**config.mk**
```make
export PLATFORM = sky130hd
export DESIGN_NAME = ccq_responder
export DESIGN_NICKNAME = d
export VERILOG_FILES = /design/src/ccq_pkg.sv /design/src/ccq_sync.sv /design/src/ccq_status.sv /design/src/ccq_responder.sv
export VERILOG_INCLUDE_DIRS = /design/src /design/src/src
export SDC_FILE = /design/constraint.sdc
export NUM_CORES = 1
export LEC_CHECK = 0
export BUFFER_PORTS_ARGS = -buffer_cell sky130_fd_sc_hd__clkbuf_2
export CAP_MARGIN = 20
export CELL_PAD_IN_SITES_DETAIL_PLACEMENT = 2
export CELL_PAD_IN_SITES_GLOBAL_PLACEMENT = 2
export CORE_MARGIN = 1.5
export CORE_UTILIZATION = 36
export DETAILED_ROUTE_END_ITERATION = 8
export GPL_TIMING_DRIVEN = 1
export HOLD_SLACK_MARGIN = 0.15
export PLACE_DENSITY_LB_ADDON = 0.1
export SYNTH_ARGS = -nofsm -noshare
export SYNTH_HDL_FRONTEND = slang
export SYNTH_SLANG_ARGS = --single-unit
```
**constraint.sdc**
```tcl
create_clock -name clk -period 3.7 [get_ports clk]
set_input_delay 0.74 -clock clk [delete_from_list [all_inputs] [get_ports clk]]
set_output_delay 0.74 -clock clk [all_outputs]
set_load 0.02 [all_outputs]
```
**src/ccq_consts.svh**
```systemverilog
`ifndef CCQ_CONSTS_SVH
`define CCQ_CONSTS_SVH

// bus addressing
`define CCQ_BCAST_ADDR 7'h7e
`define CCQ_NO_STATIC_ADDR 7'h00

// direct command codes, one per command served here
`define CCQ_CCC_GETBCR 8'h8e
`define CCQ_CCC_GETDCR 8'h8f
`define CCQ_CCC_STATUS 8'h90
`define CCQ_CCC_GETACCMST 8'h91
`define CCQ_CCC_SETBRGTGT 8'h93
`define CCQ_CCC_GETMXDS 8'h94

// status word layout
`define CCQ_ST_VENDOR_HI 15
`define CCQ_ST_VENDOR_LO 8
`define CCQ_ST_ACT_HI 7
`define CCQ_ST_ACT_LO 6
`define CCQ_ST_PERR 5
`define CCQ_ST_RSVD 4
`define CCQ_ST_IRQ_HI 3
`define CCQ_ST_IRQ_LO 0
`define CCQ_ST_RSVD_VAL 1'b0
`define CCQ_IRQ_NONE 4'h0

// bus characteristics bit that enables the speed query
`define CCQ_BCR_MXDS_BIT 0

// speed byte layout
`define CCQ_MX_RATE_HI 2
`define CCQ_MX_RATE_LO 0
`define CCQ_MX_TSCO_HI 5
`define CCQ_MX_TSCO_LO 3

// frame shape
`define CCQ_BITS_PER_BYTE 4'h8
`define CCQ_MXDS_LAST_SHORT 3'h1
`define CCQ_MXDS_LAST_LONG 3'h4
`define CCQ_STATUS_LAST 3'h1
`define CCQ_SINGLE_LAST 3'h0
`define CCQ_BRG_ENTRY_LAST 2'h2

`endif

```
**src/ccq_pkg.sv**
```systemverilog
package ccq_pkg;

   typedef enum logic [2:0] {
      CCQ_IDLE = 3'b000,
      CCQ_ADDR = 3'b001,
      CCQ_ACK = 3'b010,
      CCQ_WR = 3'b011,
      CCQ_RD = 3'b100,
      CCQ_END = 3'b101
   } ccq_phase_e;

   typedef enum logic [1:0] {
      CCQ_MD_NONE = 2'b00,
      CCQ_MD_CCC = 2'b01,
      CCQ_MD_BRG = 2'b10,
      CCQ_MD_GET = 2'b11
   } ccq_mode_e;

   typedef struct packed {
      logic [2:0] wr_rate;
      logic [2:0] rd_rate;
      logic [2:0] tsco;
      logic turn_en;
      logic [23:0] turn_us;
   } ccq_mxds_s;

   typedef struct packed {
      logic [6:0] addr;
      logic [15:0] id;
   } ccq_brg_s;

   typedef struct packed {
      logic [1:0] s1;
      logic [1:0] s2;
   } ccq_sync_s;

   typedef struct packed {
      ccq_phase_e phase;
      ccq_mode_e mode;
      logic [3:0] cnt;
      logic ackd;
      logic [7:0] sh;
      logic [7:0] ccc;
      logic have_ccc;
      logic busy;
      logic scl_p;
      logic sda_p;
      logic [2:0] bidx;
      logic [2:0] last_idx;
      logic [15:0] stat;
      logic [7:0] brg_left;
      logic [1:0] brg_pos;
      logic brg_first;
      ccq_brg_s brg_cur;
      ccq_brg_s brg_out;
      logic brg_vld;
      logic perr;
      logic hand;
      logic grant;
      logic sda_o;
      logic sda_oe;
   } ccq_main_s;

endpackage : ccq_pkg

```
**src/ccq_sync.sv**
```systemverilog
`timescale 1ns/1ns
module ccq_sync (
   input wire logic clk,
   input wire logic rstn,
   input wire logic ce,
   input wire logic scl_i,
   input wire logic sda_i,
   output logic scl_s,
   output logic sda_s
);
   ccq_pkg::ccq_sync_s q_q;
   ccq_pkg::ccq_sync_s q_d;

   // first stage feeds the second stage only
   always_comb begin
      q_d = q_q;
      q_d.s1 = {scl_i, sda_i};
      q_d.s2 = q_q.s1;
   end

   always_ff @(posedge clk or negedge rstn) begin
      if (!rstn) begin
         q_q <= '0;
      end else if (ce) begin
         q_q <= q_d;
      end
   end

   assign scl_s = q_q.s2[1];
   assign sda_s = q_q.s2[0];
endmodule : ccq_sync

```
**src/ccq_status.sv**
```systemverilog
`timescale 1ns/1ns
`include "ccq_consts.svh"
module ccq_status (
   input wire logic [7:0] vendor_stat,
   input wire logic [1:0] act_mode,
   input wire logic perr,
   input wire logic [15:1] irq_pend,
   output logic [15:0] stat_word
);
   // lowest pending number wins: number 1 is the most urgent
   function automatic logic [3:0] top_irq(input logic [15:1] p);
      logic [3:0] n;
      n = `CCQ_IRQ_NONE;
      for (int i = 15; i >= 1; i--) begin
         if (p[i]) begin
            n = 4'(i);
         end
      end
      return n;
   endfunction : top_irq

   always_comb begin
      stat_word = '0;
      stat_word[`CCQ_ST_VENDOR_HI:`CCQ_ST_VENDOR_LO] = vendor_stat;
      stat_word[`CCQ_ST_ACT_HI:`CCQ_ST_ACT_LO] = act_mode;
      stat_word[`CCQ_ST_PERR] = perr;
      stat_word[`CCQ_ST_RSVD] = `CCQ_ST_RSVD_VAL;
      stat_word[`CCQ_ST_IRQ_HI:`CCQ_ST_IRQ_LO] = top_irq(irq_pend);
   end
endmodule : ccq_status

```
**src/ccq_responder.sv**
```systemverilog
`timescale 1ns/1ns
`include "ccq_consts.svh"
module ccq_responder (
   input wire logic clk,
   input wire logic rstn,
   input wire logic ce,
   input wire logic scl_i,
   input wire logic sda_i,
   output logic sda_o,
   output logic sda_oe,
   input wire logic [6:0] dyn_addr,
   input wire logic dyn_valid,
   input wire logic [6:0] static_addr,
   input wire logic static_valid,
   input wire logic [7:0] bcr,
   input wire logic [7:0] dcr,
   input wire logic [7:0] vendor_stat,
   input wire logic [1:0] act_mode,
   input wire logic [15:1] irq_pend,
   input wire logic err_evt,
   input wire logic accept_mst,
   input wire ccq_pkg::ccq_mxds_s mxds,
   output logic proto_err,
   output logic mst_grant,
   output logic brg_vld,
   output ccq_pkg::ccq_brg_s brg_entry
);
   ccq_pkg::ccq_main_s q_q;
   ccq_pkg::ccq_main_s q_d;
   logic scl_s;
   logic sda_s;
   logic [15:0] stat_word;
   logic rise;
   logic fall;
   logic start_ev;
   logic stop_ev;

   ccq_sync u_sync (
      .clk(clk),
      .rstn(rstn),
      .ce(ce),
      .scl_i(scl_i),
      .sda_i(sda_i),
      .scl_s(scl_s),
      .sda_s(sda_s)
   );

   ccq_status u_status (
      .vendor_stat(vendor_stat),
      .act_mode(act_mode),
      .perr(q_q.perr),
      .irq_pend(irq_pend),
      .stat_word(stat_word)
   );

   // bus events seen on the synchronised copies only
   assign rise = scl_s & ~q_q.scl_p;
   assign fall = ~scl_s & q_q.scl_p;
   assign start_ev = scl_s & q_q.scl_p & q_q.sda_p & ~sda_s;
   assign stop_ev = scl_s & q_q.scl_p & ~q_q.sda_p & sda_s;

   // which direct reads we answer at all
   function automatic logic get_ok(input logic [7:0] cmd);
      logic ok;
      ok = 1'b0;
      if (cmd == `CCQ_CCC_GETBCR || cmd == `CCQ_CCC_GETDCR) begin
         ok = 1'b1;
      end else if (cmd == `CCQ_CCC_STATUS) begin
         ok = 1'b1;
      end else if (cmd == `CCQ_CCC_GETACCMST) begin
         ok = accept_mst;
      end else if (cmd == `CCQ_CCC_GETMXDS) begin
         ok = bcr[`CCQ_BCR_MXDS_BIT];
      end
      return ok;
   endfunction : get_ok

   // index of the final data byte; its count tells the master the format
   function automatic logic [2:0] last_of(input logic [7:0] cmd);
      logic [2:0] n;
      n = `CCQ_SINGLE_LAST;
      if (cmd == `CCQ_CCC_STATUS) begin
         n = `CCQ_STATUS_LAST;
      end else if (cmd == `CCQ_CCC_GETMXDS) begin
         n = mxds.turn_en ? `CCQ_MXDS_LAST_LONG
                          : `CCQ_MXDS_LAST_SHORT;
      end
      return n;
   endfunction : last_of

   function automatic logic [7:0] get_byte(input logic [7:0] cmd,
                                           input logic [2:0] idx,
                                           input logic [15:0] st);
      logic [7:0] b;
      b = '0;
      if (cmd == `CCQ_CCC_GETBCR) begin
         b = bcr;
      end else if (cmd == `CCQ_CCC_GETDCR) begin
         b = dcr;
      end else if (cmd == `CCQ_CCC_STATUS) begin
         b = (idx == 3'h0) ? st[15:8] : st[7:0];
      end else if (cmd == `CCQ_CCC_GETACCMST) begin
         b = {dyn_addr, ~^dyn_addr};
      end else if (cmd == `CCQ_CCC_GETMXDS) begin
         case (idx)
            3'h0: begin
               b[`CCQ_MX_RATE_HI:`CCQ_MX_RATE_LO] = mxds.wr_rate;
            end
            3'h1: begin
               b[`CCQ_MX_RATE_HI:`CCQ_MX_RATE_LO] = mxds.rd_rate;
               b[`CCQ_MX_TSCO_HI:`CCQ_MX_TSCO_LO] = mxds.tsco;
            end
            3'h2: b = mxds.turn_us[7:0];
            3'h3: b = mxds.turn_us[15:8];
            default: b = mxds.turn_us[23:16];
         endcase
      end
      return b;
   endfunction : get_byte

   always_comb begin
      logic [7:0] byte_in;
      logic [7:0] b;
      logic perr_set;
      logic perr_clr;
      byte_in = {q_q.sh[6:0], sda_s};
      b = '0;
      perr_set = err_evt;
      perr_clr = 1'b0;
      q_d = q_q;
      q_d.grant = 1'b0;
      q_d.brg_vld = 1'b0;
      q_d.scl_p = scl_s;
      q_d.sda_p = sda_s;
      if (stop_ev) begin
         q_d.grant = q_q.hand;
         q_d.hand = 1'b0;
         q_d.phase = ccq_pkg::CCQ_IDLE;
         q_d.mode = ccq_pkg::CCQ_MD_NONE;
         q_d.busy = 1'b0;
         q_d.have_ccc = 1'b0;
         q_d.sda_oe = 1'b0;
      end else if (start_ev) begin
         // a fresh start forgets the command; a repeated one keeps it
         if (!q_q.busy) begin
            q_d.have_ccc = 1'b0;
         end
         q_d.hand = 1'b0;
         q_d.busy = 1'b1;
         q_d.phase = ccq_pkg::CCQ_ADDR;
         q_d.cnt = '0;
         q_d.sda_oe = 1'b0;
      end else begin
         case (q_q.phase)
            ccq_pkg::CCQ_ADDR: begin
               if (rise) begin
                  q_d.sh = byte_in;
                  q_d.cnt = q_q.cnt + 4'h1;
                  if (q_q.cnt == `CCQ_BITS_PER_BYTE - 4'h1) begin
                     q_d.phase = ccq_pkg::CCQ_IDLE;
                     q_d.ackd = 1'b0;
                     if (byte_in[7:1] == `CCQ_BCAST_ADDR && !byte_in[0]) begin
                        q_d.phase = ccq_pkg::CCQ_ACK;
                        q_d.mode = ccq_pkg::CCQ_MD_CCC;
                     end else if (q_q.have_ccc && byte_in[0] && dyn_valid &&
                                  byte_in[7:1] == dyn_addr &&
                                  get_ok(q_q.ccc)) begin
                        q_d.phase = ccq_pkg::CCQ_ACK;
                        q_d.mode = ccq_pkg::CCQ_MD_GET;
                        q_d.stat = stat_word;
                        q_d.bidx = '0;
                        q_d.last_idx = last_of(q_q.ccc);
                     end else if (q_q.have_ccc && !byte_in[0] &&
                                  q_q.ccc == `CCQ_CCC_SETBRGTGT &&
                                  byte_in[7:1] == (static_valid ? static_addr
                                  : `CCQ_NO_STATIC_ADDR)) begin
                        q_d.phase = ccq_pkg::CCQ_ACK;
                        q_d.mode = ccq_pkg::CCQ_MD_BRG;
                        q_d.brg_first = 1'b1;
                        q_d.brg_pos = '0;
                     end
                  end
               end
            end
            ccq_pkg::CCQ_ACK: begin
               if (fall) begin
                  if (!q_q.ackd) begin
                     q_d.ackd = 1'b1;
                     q_d.sda_o = 1'b0;
                     q_d.sda_oe = 1'b1;
                  end else if (q_q.mode == ccq_pkg::CCQ_MD_GET) begin
                     b = get_byte(q_q.ccc, 3'h0, q_q.stat);
                     q_d.phase = ccq_pkg::CCQ_RD;
                     q_d.sda_o = b[7];
                     q_d.sh = {b[6:0], 1'b0};
                     q_d.cnt = '0;
                  end else begin
                     q_d.phase = ccq_pkg::CCQ_WR;
                     q_d.sda_oe = 1'b0;
                     q_d.cnt = '0;
                  end
               end
            end
            ccq_pkg::CCQ_WR: begin
               if (rise) begin
                  if (q_q.cnt != `CCQ_BITS_PER_BYTE) begin
                     q_d.sh = byte_in;
                     q_d.cnt = q_q.cnt + 4'h1;
                  end else begin
                     // ninth bit is the master's odd parity
                     q_d.cnt = '0;
                     perr_set = perr_set | ~(^{q_q.sh, sda_s});
                     if (q_q.mode == ccq_pkg::CCQ_MD_CCC) begin
                        q_d.ccc = q_q.sh;
                        q_d.have_ccc = 1'b1;
                        q_d.mode = ccq_pkg::CCQ_MD_NONE;
                     end else if (q_q.mode == ccq_pkg::CCQ_MD_BRG) begin
                        if (q_q.brg_first) begin
                           q_d.brg_first = 1'b0;
                           q_d.brg_left = q_q.sh;
                        end else if (q_q.brg_left != 8'h00) begin
                           q_d.brg_pos = q_q.brg_pos + 2'h1;
                           case (q_q.brg_pos)
                              2'h0: q_d.brg_cur.addr = q_q.sh[7:1];
                              2'h1: q_d.brg_cur.id[15:8] = q_q.sh;
                              default: begin
                                 q_d.brg_out = {q_q.brg_cur.addr,
                                                q_q.brg_cur.id[15:8], q_q.sh};
                                 q_d.brg_vld = 1'b1;
                                 q_d.brg_pos = '0;
                                 q_d.brg_left = q_q.brg_left - 8'h01;
                              end
                           endcase
                        end
                     end
                  end
               end
            end
            ccq_pkg::CCQ_RD: begin
               if (rise) begin
                  if (q_q.cnt == `CCQ_BITS_PER_BYTE) begin
                     if (q_q.bidx == q_q.last_idx) begin
                        q_d.phase = ccq_pkg::CCQ_END;
                        if (q_q.ccc == `CCQ_CCC_STATUS) begin
                           perr_clr = 1'b1;
                        end
                        if (q_q.ccc == `CCQ_CCC_GETACCMST) begin
                           q_d.hand = 1'b1;
                        end
                     end else begin
                        q_d.bidx = q_q.bidx + 3'h1;
                        q_d.sh = get_byte(q_q.ccc, q_q.bidx + 3'h1, q_q.stat);
                        q_d.cnt = '0;
                     end
                  end else begin
                     q_d.cnt = q_q.cnt + 4'h1;
                  end
               end else if (fall) begin
                  if (q_q.cnt < `CCQ_BITS_PER_BYTE) begin
                     q_d.sda_o = q_q.sh[7];
                     q_d.sh = {q_q.sh[6:0], 1'b0};
                  end else begin
                     // end-of-data bit: high means more bytes follow
                     q_d.sda_o = (q_q.bidx != q_q.last_idx);
                  end
               end
            end
            ccq_pkg::CCQ_END: begin
               if (fall) begin
                  q_d.sda_oe = 1'b0;
                  q_d.phase = ccq_pkg::CCQ_IDLE;
               end
            end
            default: begin
               q_d.sda_oe = 1'b0;
            end
         endcase
      end
      // a new error in the clearing cycle survives
      q_d.perr = (q_q.perr & ~perr_clr) | perr_set;
   end

   always_ff @(posedge clk or negedge rstn) begin
      if (!rstn) begin
         q_q <= '0;
      end else if (ce) begin
         q_q <= q_d;
      end
   end

   assign sda_o = q_q.sda_o;
   assign sda_oe = q_q.sda_oe;
   assign proto_err = q_q.perr;
   assign mst_grant = q_q.grant;
   assign brg_vld = q_q.brg_vld;
   assign brg_entry = q_q.brg_out;
endmodule : ccq_responder

```
After elaboration in Yosys (flattened, before gate mapping)
Cells that the tools add are included.
- add/sub/neg operators: 4
- $lt $le $gt $ge: 1
- equality and inequality tests: 78
- mux-type cells: 158
- bitwise logic cells: 23
- reductions and logical operators: 54
- operators with widths (kind ; count):
    8-bit 2-to-1 mux ; 20
    18-bit 2-to-1 mux ; 5
    22-bit 2-to-1 mux ; 4
    4-bit 2-to-1 mux ; 22
    3-bit 2-to-1 mux ; 20
    1-bit 2-to-1 mux ; 53
    8-bit == test, second input constant ; 6
    3-bit inequality test, second input constant ; 16
    11-bit AND reduction ; 4
    2-bit inequality test, second input constant ; 21
    4-bit inequality test, second input constant ; 10
    3-bit case mux with 4 select lines ; 3
    8-bit case mux with 4 select lines ; 1
    15-bit 2-to-1 mux ; 2
    3-bit nonzero test ; 8
    10-bit 2-to-1 mux ; 2
    5-bit 2-to-1 mux ; 4
    10-bit AND reduction ; 2
    9-bit 2-to-1 mux ; 2
    9-bit AND reduction ; 2
    17-bit 2-to-1 mux ; 1
    4-bit case mux with 4 select lines ; 1
    8-bit AND reduction ; 2
    15-bit AND reduction ; 1
    other kinds (52) ; 106
- flip-flop bits (word level): 110
- bits of input ports: 98

Longest topological paths before layout
- depth in word-level cells: 20
- gate-level depth with buffers: 11
- depth with buffers taken out: 8

Hierarchy
A second synthesis with hierarchy kept.
- cells, all modules: 742
- area, all modules: 7397.1 um^2
- by module, submodules not included (module ; times used ; cells an instance ; area each (um^2) ; sequential area each (um^2)):
    ccq_responder ; 1 ; 692 ; 7005.5 ; 2652.5
    ccq_status ; 1 ; 42 ; 246.5 ; 0.0
    ccq_sync ; 1 ; 8 ; 145.1 ; 100.1

Worst setup path after synthesis
Ideal clock, no wire load.
- path kind: in2reg
- start point: input static_valid
- end point: register q_q[37] (netlist name)
- library setup time: 125 ps
- arrival: 2553 ps
- required time: 3575 ps
- path slack: 1022 ps
- cell stages on the path: 8
- buffers on the path: 2
- path through: buf_2 -> a21o_1 -> a211oi_2 -> nand4_1 -> o31a_1 -> or4_4 -> buf_6 -> mux2_4
- RTL lines (item ; RTL line ; text):
    start, declared ; ccq_responder.sv:14 ; input wire logic static_valid,
    end signal, assigned ; ccq_responder.sv:287 ; q_q <= q_d;
    end, declared ; ccq_responder.sv:28 ; ccq_pkg::ccq_main_s q_q;

Worst setup path after layout
- start point: register q_q[112] (netlist name)
- end point: register q_q (netlist bit brg_entry[5])
- word-level cells in the longest chain between the ends: 2
- ends and longest elaborated chain (item ; RTL line ; text):
    3-bit by 2-bit == test with 1-bit output ; ccq_responder.sv:154 ; case (q_q.phase)
    11-bit AND reduction (no source line) ; -- ;
Every way passes these cells.
A chain may end at the register's enable or synchronous reset.

==> impl_metrics.py <==
metrics = {
    "power": {
        "power_frac_comb": 0.353,
        "leakage_nw": 3.78,
        "p_total_mw": 4.15,
        "p_sw_frac": 0.422,
        "clock_power_share": 0.253,
        "p_seq_frac": 0.394,
        "vdd_ir_drop_max_uv": 272,
        "p_int_mw": 2.40,
        "p_switching_mw": 1.75,
        "power_density_nw_per_um2": 501,
    },
    "worst_setup_path": {
        "cp_top_family": "simple AND/OR/NAND/NOR gates",
        "endpoint_kind": "register",
        "slowest_delay_ns": 0.94,
        "criticalPathCategory": "register to register",
        "cp_common_cell": "nand2_1",
        "critPathSlowestCell": "or4b_1",
        "crit_buf_inv": 1,
        "start_kind": "register",
        "worstPathCellList": "nand3b_1 > and2b_1 > nand2_1 > or4b_1 > buf_4 > nand2_1 > o21ai_0",
        "cp_max_fo": 22,
        "crit_arrival_ns": 3.22,
        "r2r-end": "brg_entry[5]$_DFFE_PN0P_",
        "required_ns": 3.94,
        "rr_worst_depth": 7,
        "r2r_slack_ns": 0.72,
        "r2r-start": "q_q[112]$_DFFE_PN0P_",
    },
    "synth": {
        "synth-seq-cells": 109,
        "ys_async_sr_fraction": 1.00,
        "ys_seq_area_frac": 0.377,
        "postSynthAreaPerCell_um2": 9.34,
        "syn-cell-area_um2": 7240,
        "synthFlopType": "dfrtp_1",
        "synth_edf_count": 0,
        "yosysWarningCount": 0,
        "yosysUniqueCellTypes": 79,
        "netlist_instances": 775,
        "synthesis.nets": 885,
    },
    "die": {
        "die-area_um2": 21000,
        "fp-row-count": 51,
        "initial_core_util": 0.370,
        "core_um2": 19600,
        "die_x_um": 145,
        "die_h_um": 145,
        "io_pins": 126,
    },
    "clock_network": {
        "cts_resized": 0,
        "cts_tree": "yes",
        "numCtsBuffers": 9,
        "clk_pin_slew_worst_paths_ns": 0.10,
        "cts_hold_buf": 0,
        "cts_buffer_depth": 2,
        "h-tree-depth": 3,
        "root_buffer": "clkbuf_16",
        "cts_setup_buffers": 0,
        "cts.sinks": 109,
        "clk_latency_ns": 0.38,
    },
    "status": {
        "status": "completed",
    },
    "hold_path": {
        "hold_path.class": "input pin to async pin",
    },
    "timing": {
        "max_freq_mhz": 336,
        "setup_viol": 0,
        "fin_crit_ns": 2.98,
        "period_share": 0.804,
        "setup_tns_ns": 0,
        "relSlewSlack": 0.335,
        "worstMarginPinSlew_ns": 0.997,
        "hold_violations": 0,
        "fin_worst_hold_slack_ns": 0.474,
        "rsz0062_at_grt": "no",
        "slew_viol_final": 0,
        "fin_skew_ns": 0.0223,
    },
    "global_routing": {
        "grt_pass1_wl_um": 41000,
        "grt_use_total": 0.262,
        "antenna_found_initial": 0,
        "grt_overflow": 0,
        "grt_pass1_vias": 7212,
        "grt_max_degree": 65,
    },
    "final_layout": {
        "nets": 969,
        "area_growth_pct": 14.4,
        "n_antenna_cell": 0,
        "drive_above_1_share": 0.275,
    },
    "route": {
        "first_pass_iters": 5,
        "vias": 6628,
        "drc": 0,
        "drt_wl_total_um": 26600,
        "routedWlPerCell_um": 23.6,
        "dr.first_iter.drc_count": 375,
        "via_per_inst": 5.87,
        "ant_nets": 0,
    },
    "place": {
        "gp_congestion": 0.872,
        "port_buffers": 125,
        "hpwl_um": 20300,
    },
    "run": {
        "max-cap-violations": 0,
    },
}
worst max-delay path by stage:
stage	startpoint	end	slack (ns)	cells past startpoint
2_1_floorplan	static_valid	q_q[37]$_DFFE_PN0P_	1.02	8
3_3_place_gp	static_valid	q_q[37]$_DFFE_PN0P_	0.87	7
3_5_place_dp	q_q[112]$_DFFE_PN0P_	brg_entry[5]$_DFFE_PN0P_	0.76	7
4_1_cts	q_q[112]$_DFFE_PN0P_	brg_entry[5]$_DFFE_PN0P_	0.73	6
5_1_grt	q_q[112]$_DFFE_PN0P_	brg_entry[5]$_DFFE_PN0P_	0.52	7
6_report	q_q[112]$_DFFE_PN0P_	brg_entry[5]$_DFFE_PN0P_	0.72	7
cell usage after synthesis (5+ instances only):
master / number / area share
mux2_2: 56 / 0.087
buf_2: 10 / 0.0069
clkbuf_1: 32 / 0.017
o211ai_1: 5 / 0.0052
a22oi_1: 9 / 0.0093
nand2_1: 53 / 0.027
xnor2_1: 14 / 0.017
xor2_1: 13 / 0.016
a21oi_1: 41 / 0.028
ha_1: 12 / 0.021
a32oi_1: 8 / 0.0097
nor3_1: 13 / 0.0090
nor2_1: 46 / 0.024
a211oi_1: 9 / 0.0093
nand4b_1: 7 / 0.0085
buf_4: 25 / 0.026
mux2_1: 7 / 0.011
a31oi_1: 10 / 0.0086
nor2b_1: 14 / 0.012
mux2_4: 7 / 0.015
nand2b_1: 12 / 0.010
o21ai_0: 58 / 0.040
nor4_1: 8 / 0.0069
dfrtp_1: 109 / 0.38
o31ai_1: 10 / 0.010
or3_1: 7 / 0.0060
inv_1: 28 / 0.015
o22ai_1: 10 / 0.0086
mux2i_1: 11 / 0.015
a222oi_1: 6 / 0.0083
nand3_1: 22 / 0.015
o2bb2ai_1: 9 / 0.011
flip-flops by register name, indices dropped and copies added, names as in the netlist:
signal        flops
u_sync.sda_s      1
brg_vld           1
sda_o             1
q_q              77
brg_entry        23
proto_err         1
u_sync.scl_s      1
mst_grant         1
u_sync.q_d        2
sda_oe            1
logic make-up (layout without fill, tap and decap cells):
group                      count (synthesis)  count (layout)  share of synthesized area
AOI/OAI and AO/OA                        222             222                      0.205
and+or+nand+nor                          222             222                      0.166
DFF                                      109             109                      0.377
buffers and inverters                    102             191                     0.0717
muxes                                     81              81                      0.128
xor gates and xnor gates                  27              27                     0.0327
adders and majority gates                 12              12                     0.0207
through the flow:
stage	util	std cells	worst slack [ns]	instance area, um2
after floorplan	-	775	1.02	7240
after global placement	0.406	1112	0.870	7960
final	0.423	1129	0.724	8280
after global routing	0.423	1129	0.517	8280
after detailed placement	0.406	1112	0.761	7960
after CTS	0.422	1128	0.726	8270
power groups by stage:
stage	sequential, mW	combinational [mW]	clock, mW
6_report	1.63	1.46	1.05
3_3_place_gp	1.65	1.40	0
4_1_cts	1.63	1.47	1.07
5_1_grt	1.66	1.62	1.11
2_1_floorplan	1.42	1.12	0
3_5_place_dp	1.66	1.46	0
worst register-to-register path: cells and delay by family (launching register included):
family	cells	cell delay, ns
buffers and inverters	1	0.35
AND/OR/NAND/NOR	5	1.70
AO/OA/AOI/OAI	1	0.09
flip-flops	1	0.68
cell usage in the layout, fill, tap and decap left out, types with 8 or more instances in the layout:
master / count
nor2b_1: 14
o22ai_1: 10
buf_4: 22
o2bb2ai_1: 9
nand3_1: 22
clkbuf_16: 9
xnor2_1: 14
o31ai_1: 10
mux2i_1: 11
o21ai_0: 58
nor3_1: 13
clkbuf_2: 124
nor2_1: 46
nor4_1: 8
ha_1: 12
nand2_1: 53
dfrtp_1: 109
inv_1: 28
xor2_1: 13
nand2b_1: 12
a211oi_1: 9
a32oi_1: 8
mux2_2: 56
a21oi_1: 41
a31oi_1: 10
a22oi_1: 9
layout make-up:
type / instances / area, um2
sequential: 109 / 2730
inverter: 28 / 105
tap: 265 / 332
multi-input combinational: 564 / 3990
fill: 2212 / 11300
clock buffer: 9 / 225
timing repair buffer: 147 / 806
clock inverter: 7 / 91.3
routing by layer:
layer | vias to the layer above | wire [um] | track usage
met2 | 202 | 13100 | 0.450
met5 | - | 0 | 0
li1 | 3015 | - | -
met3 | 56 | 1030 | 0.0339
met1 | 3355 | 11800 | 0.338
met4 | 0 | 734 | 0.0898
No activity file was read; power rests on OpenSTA's default activity.
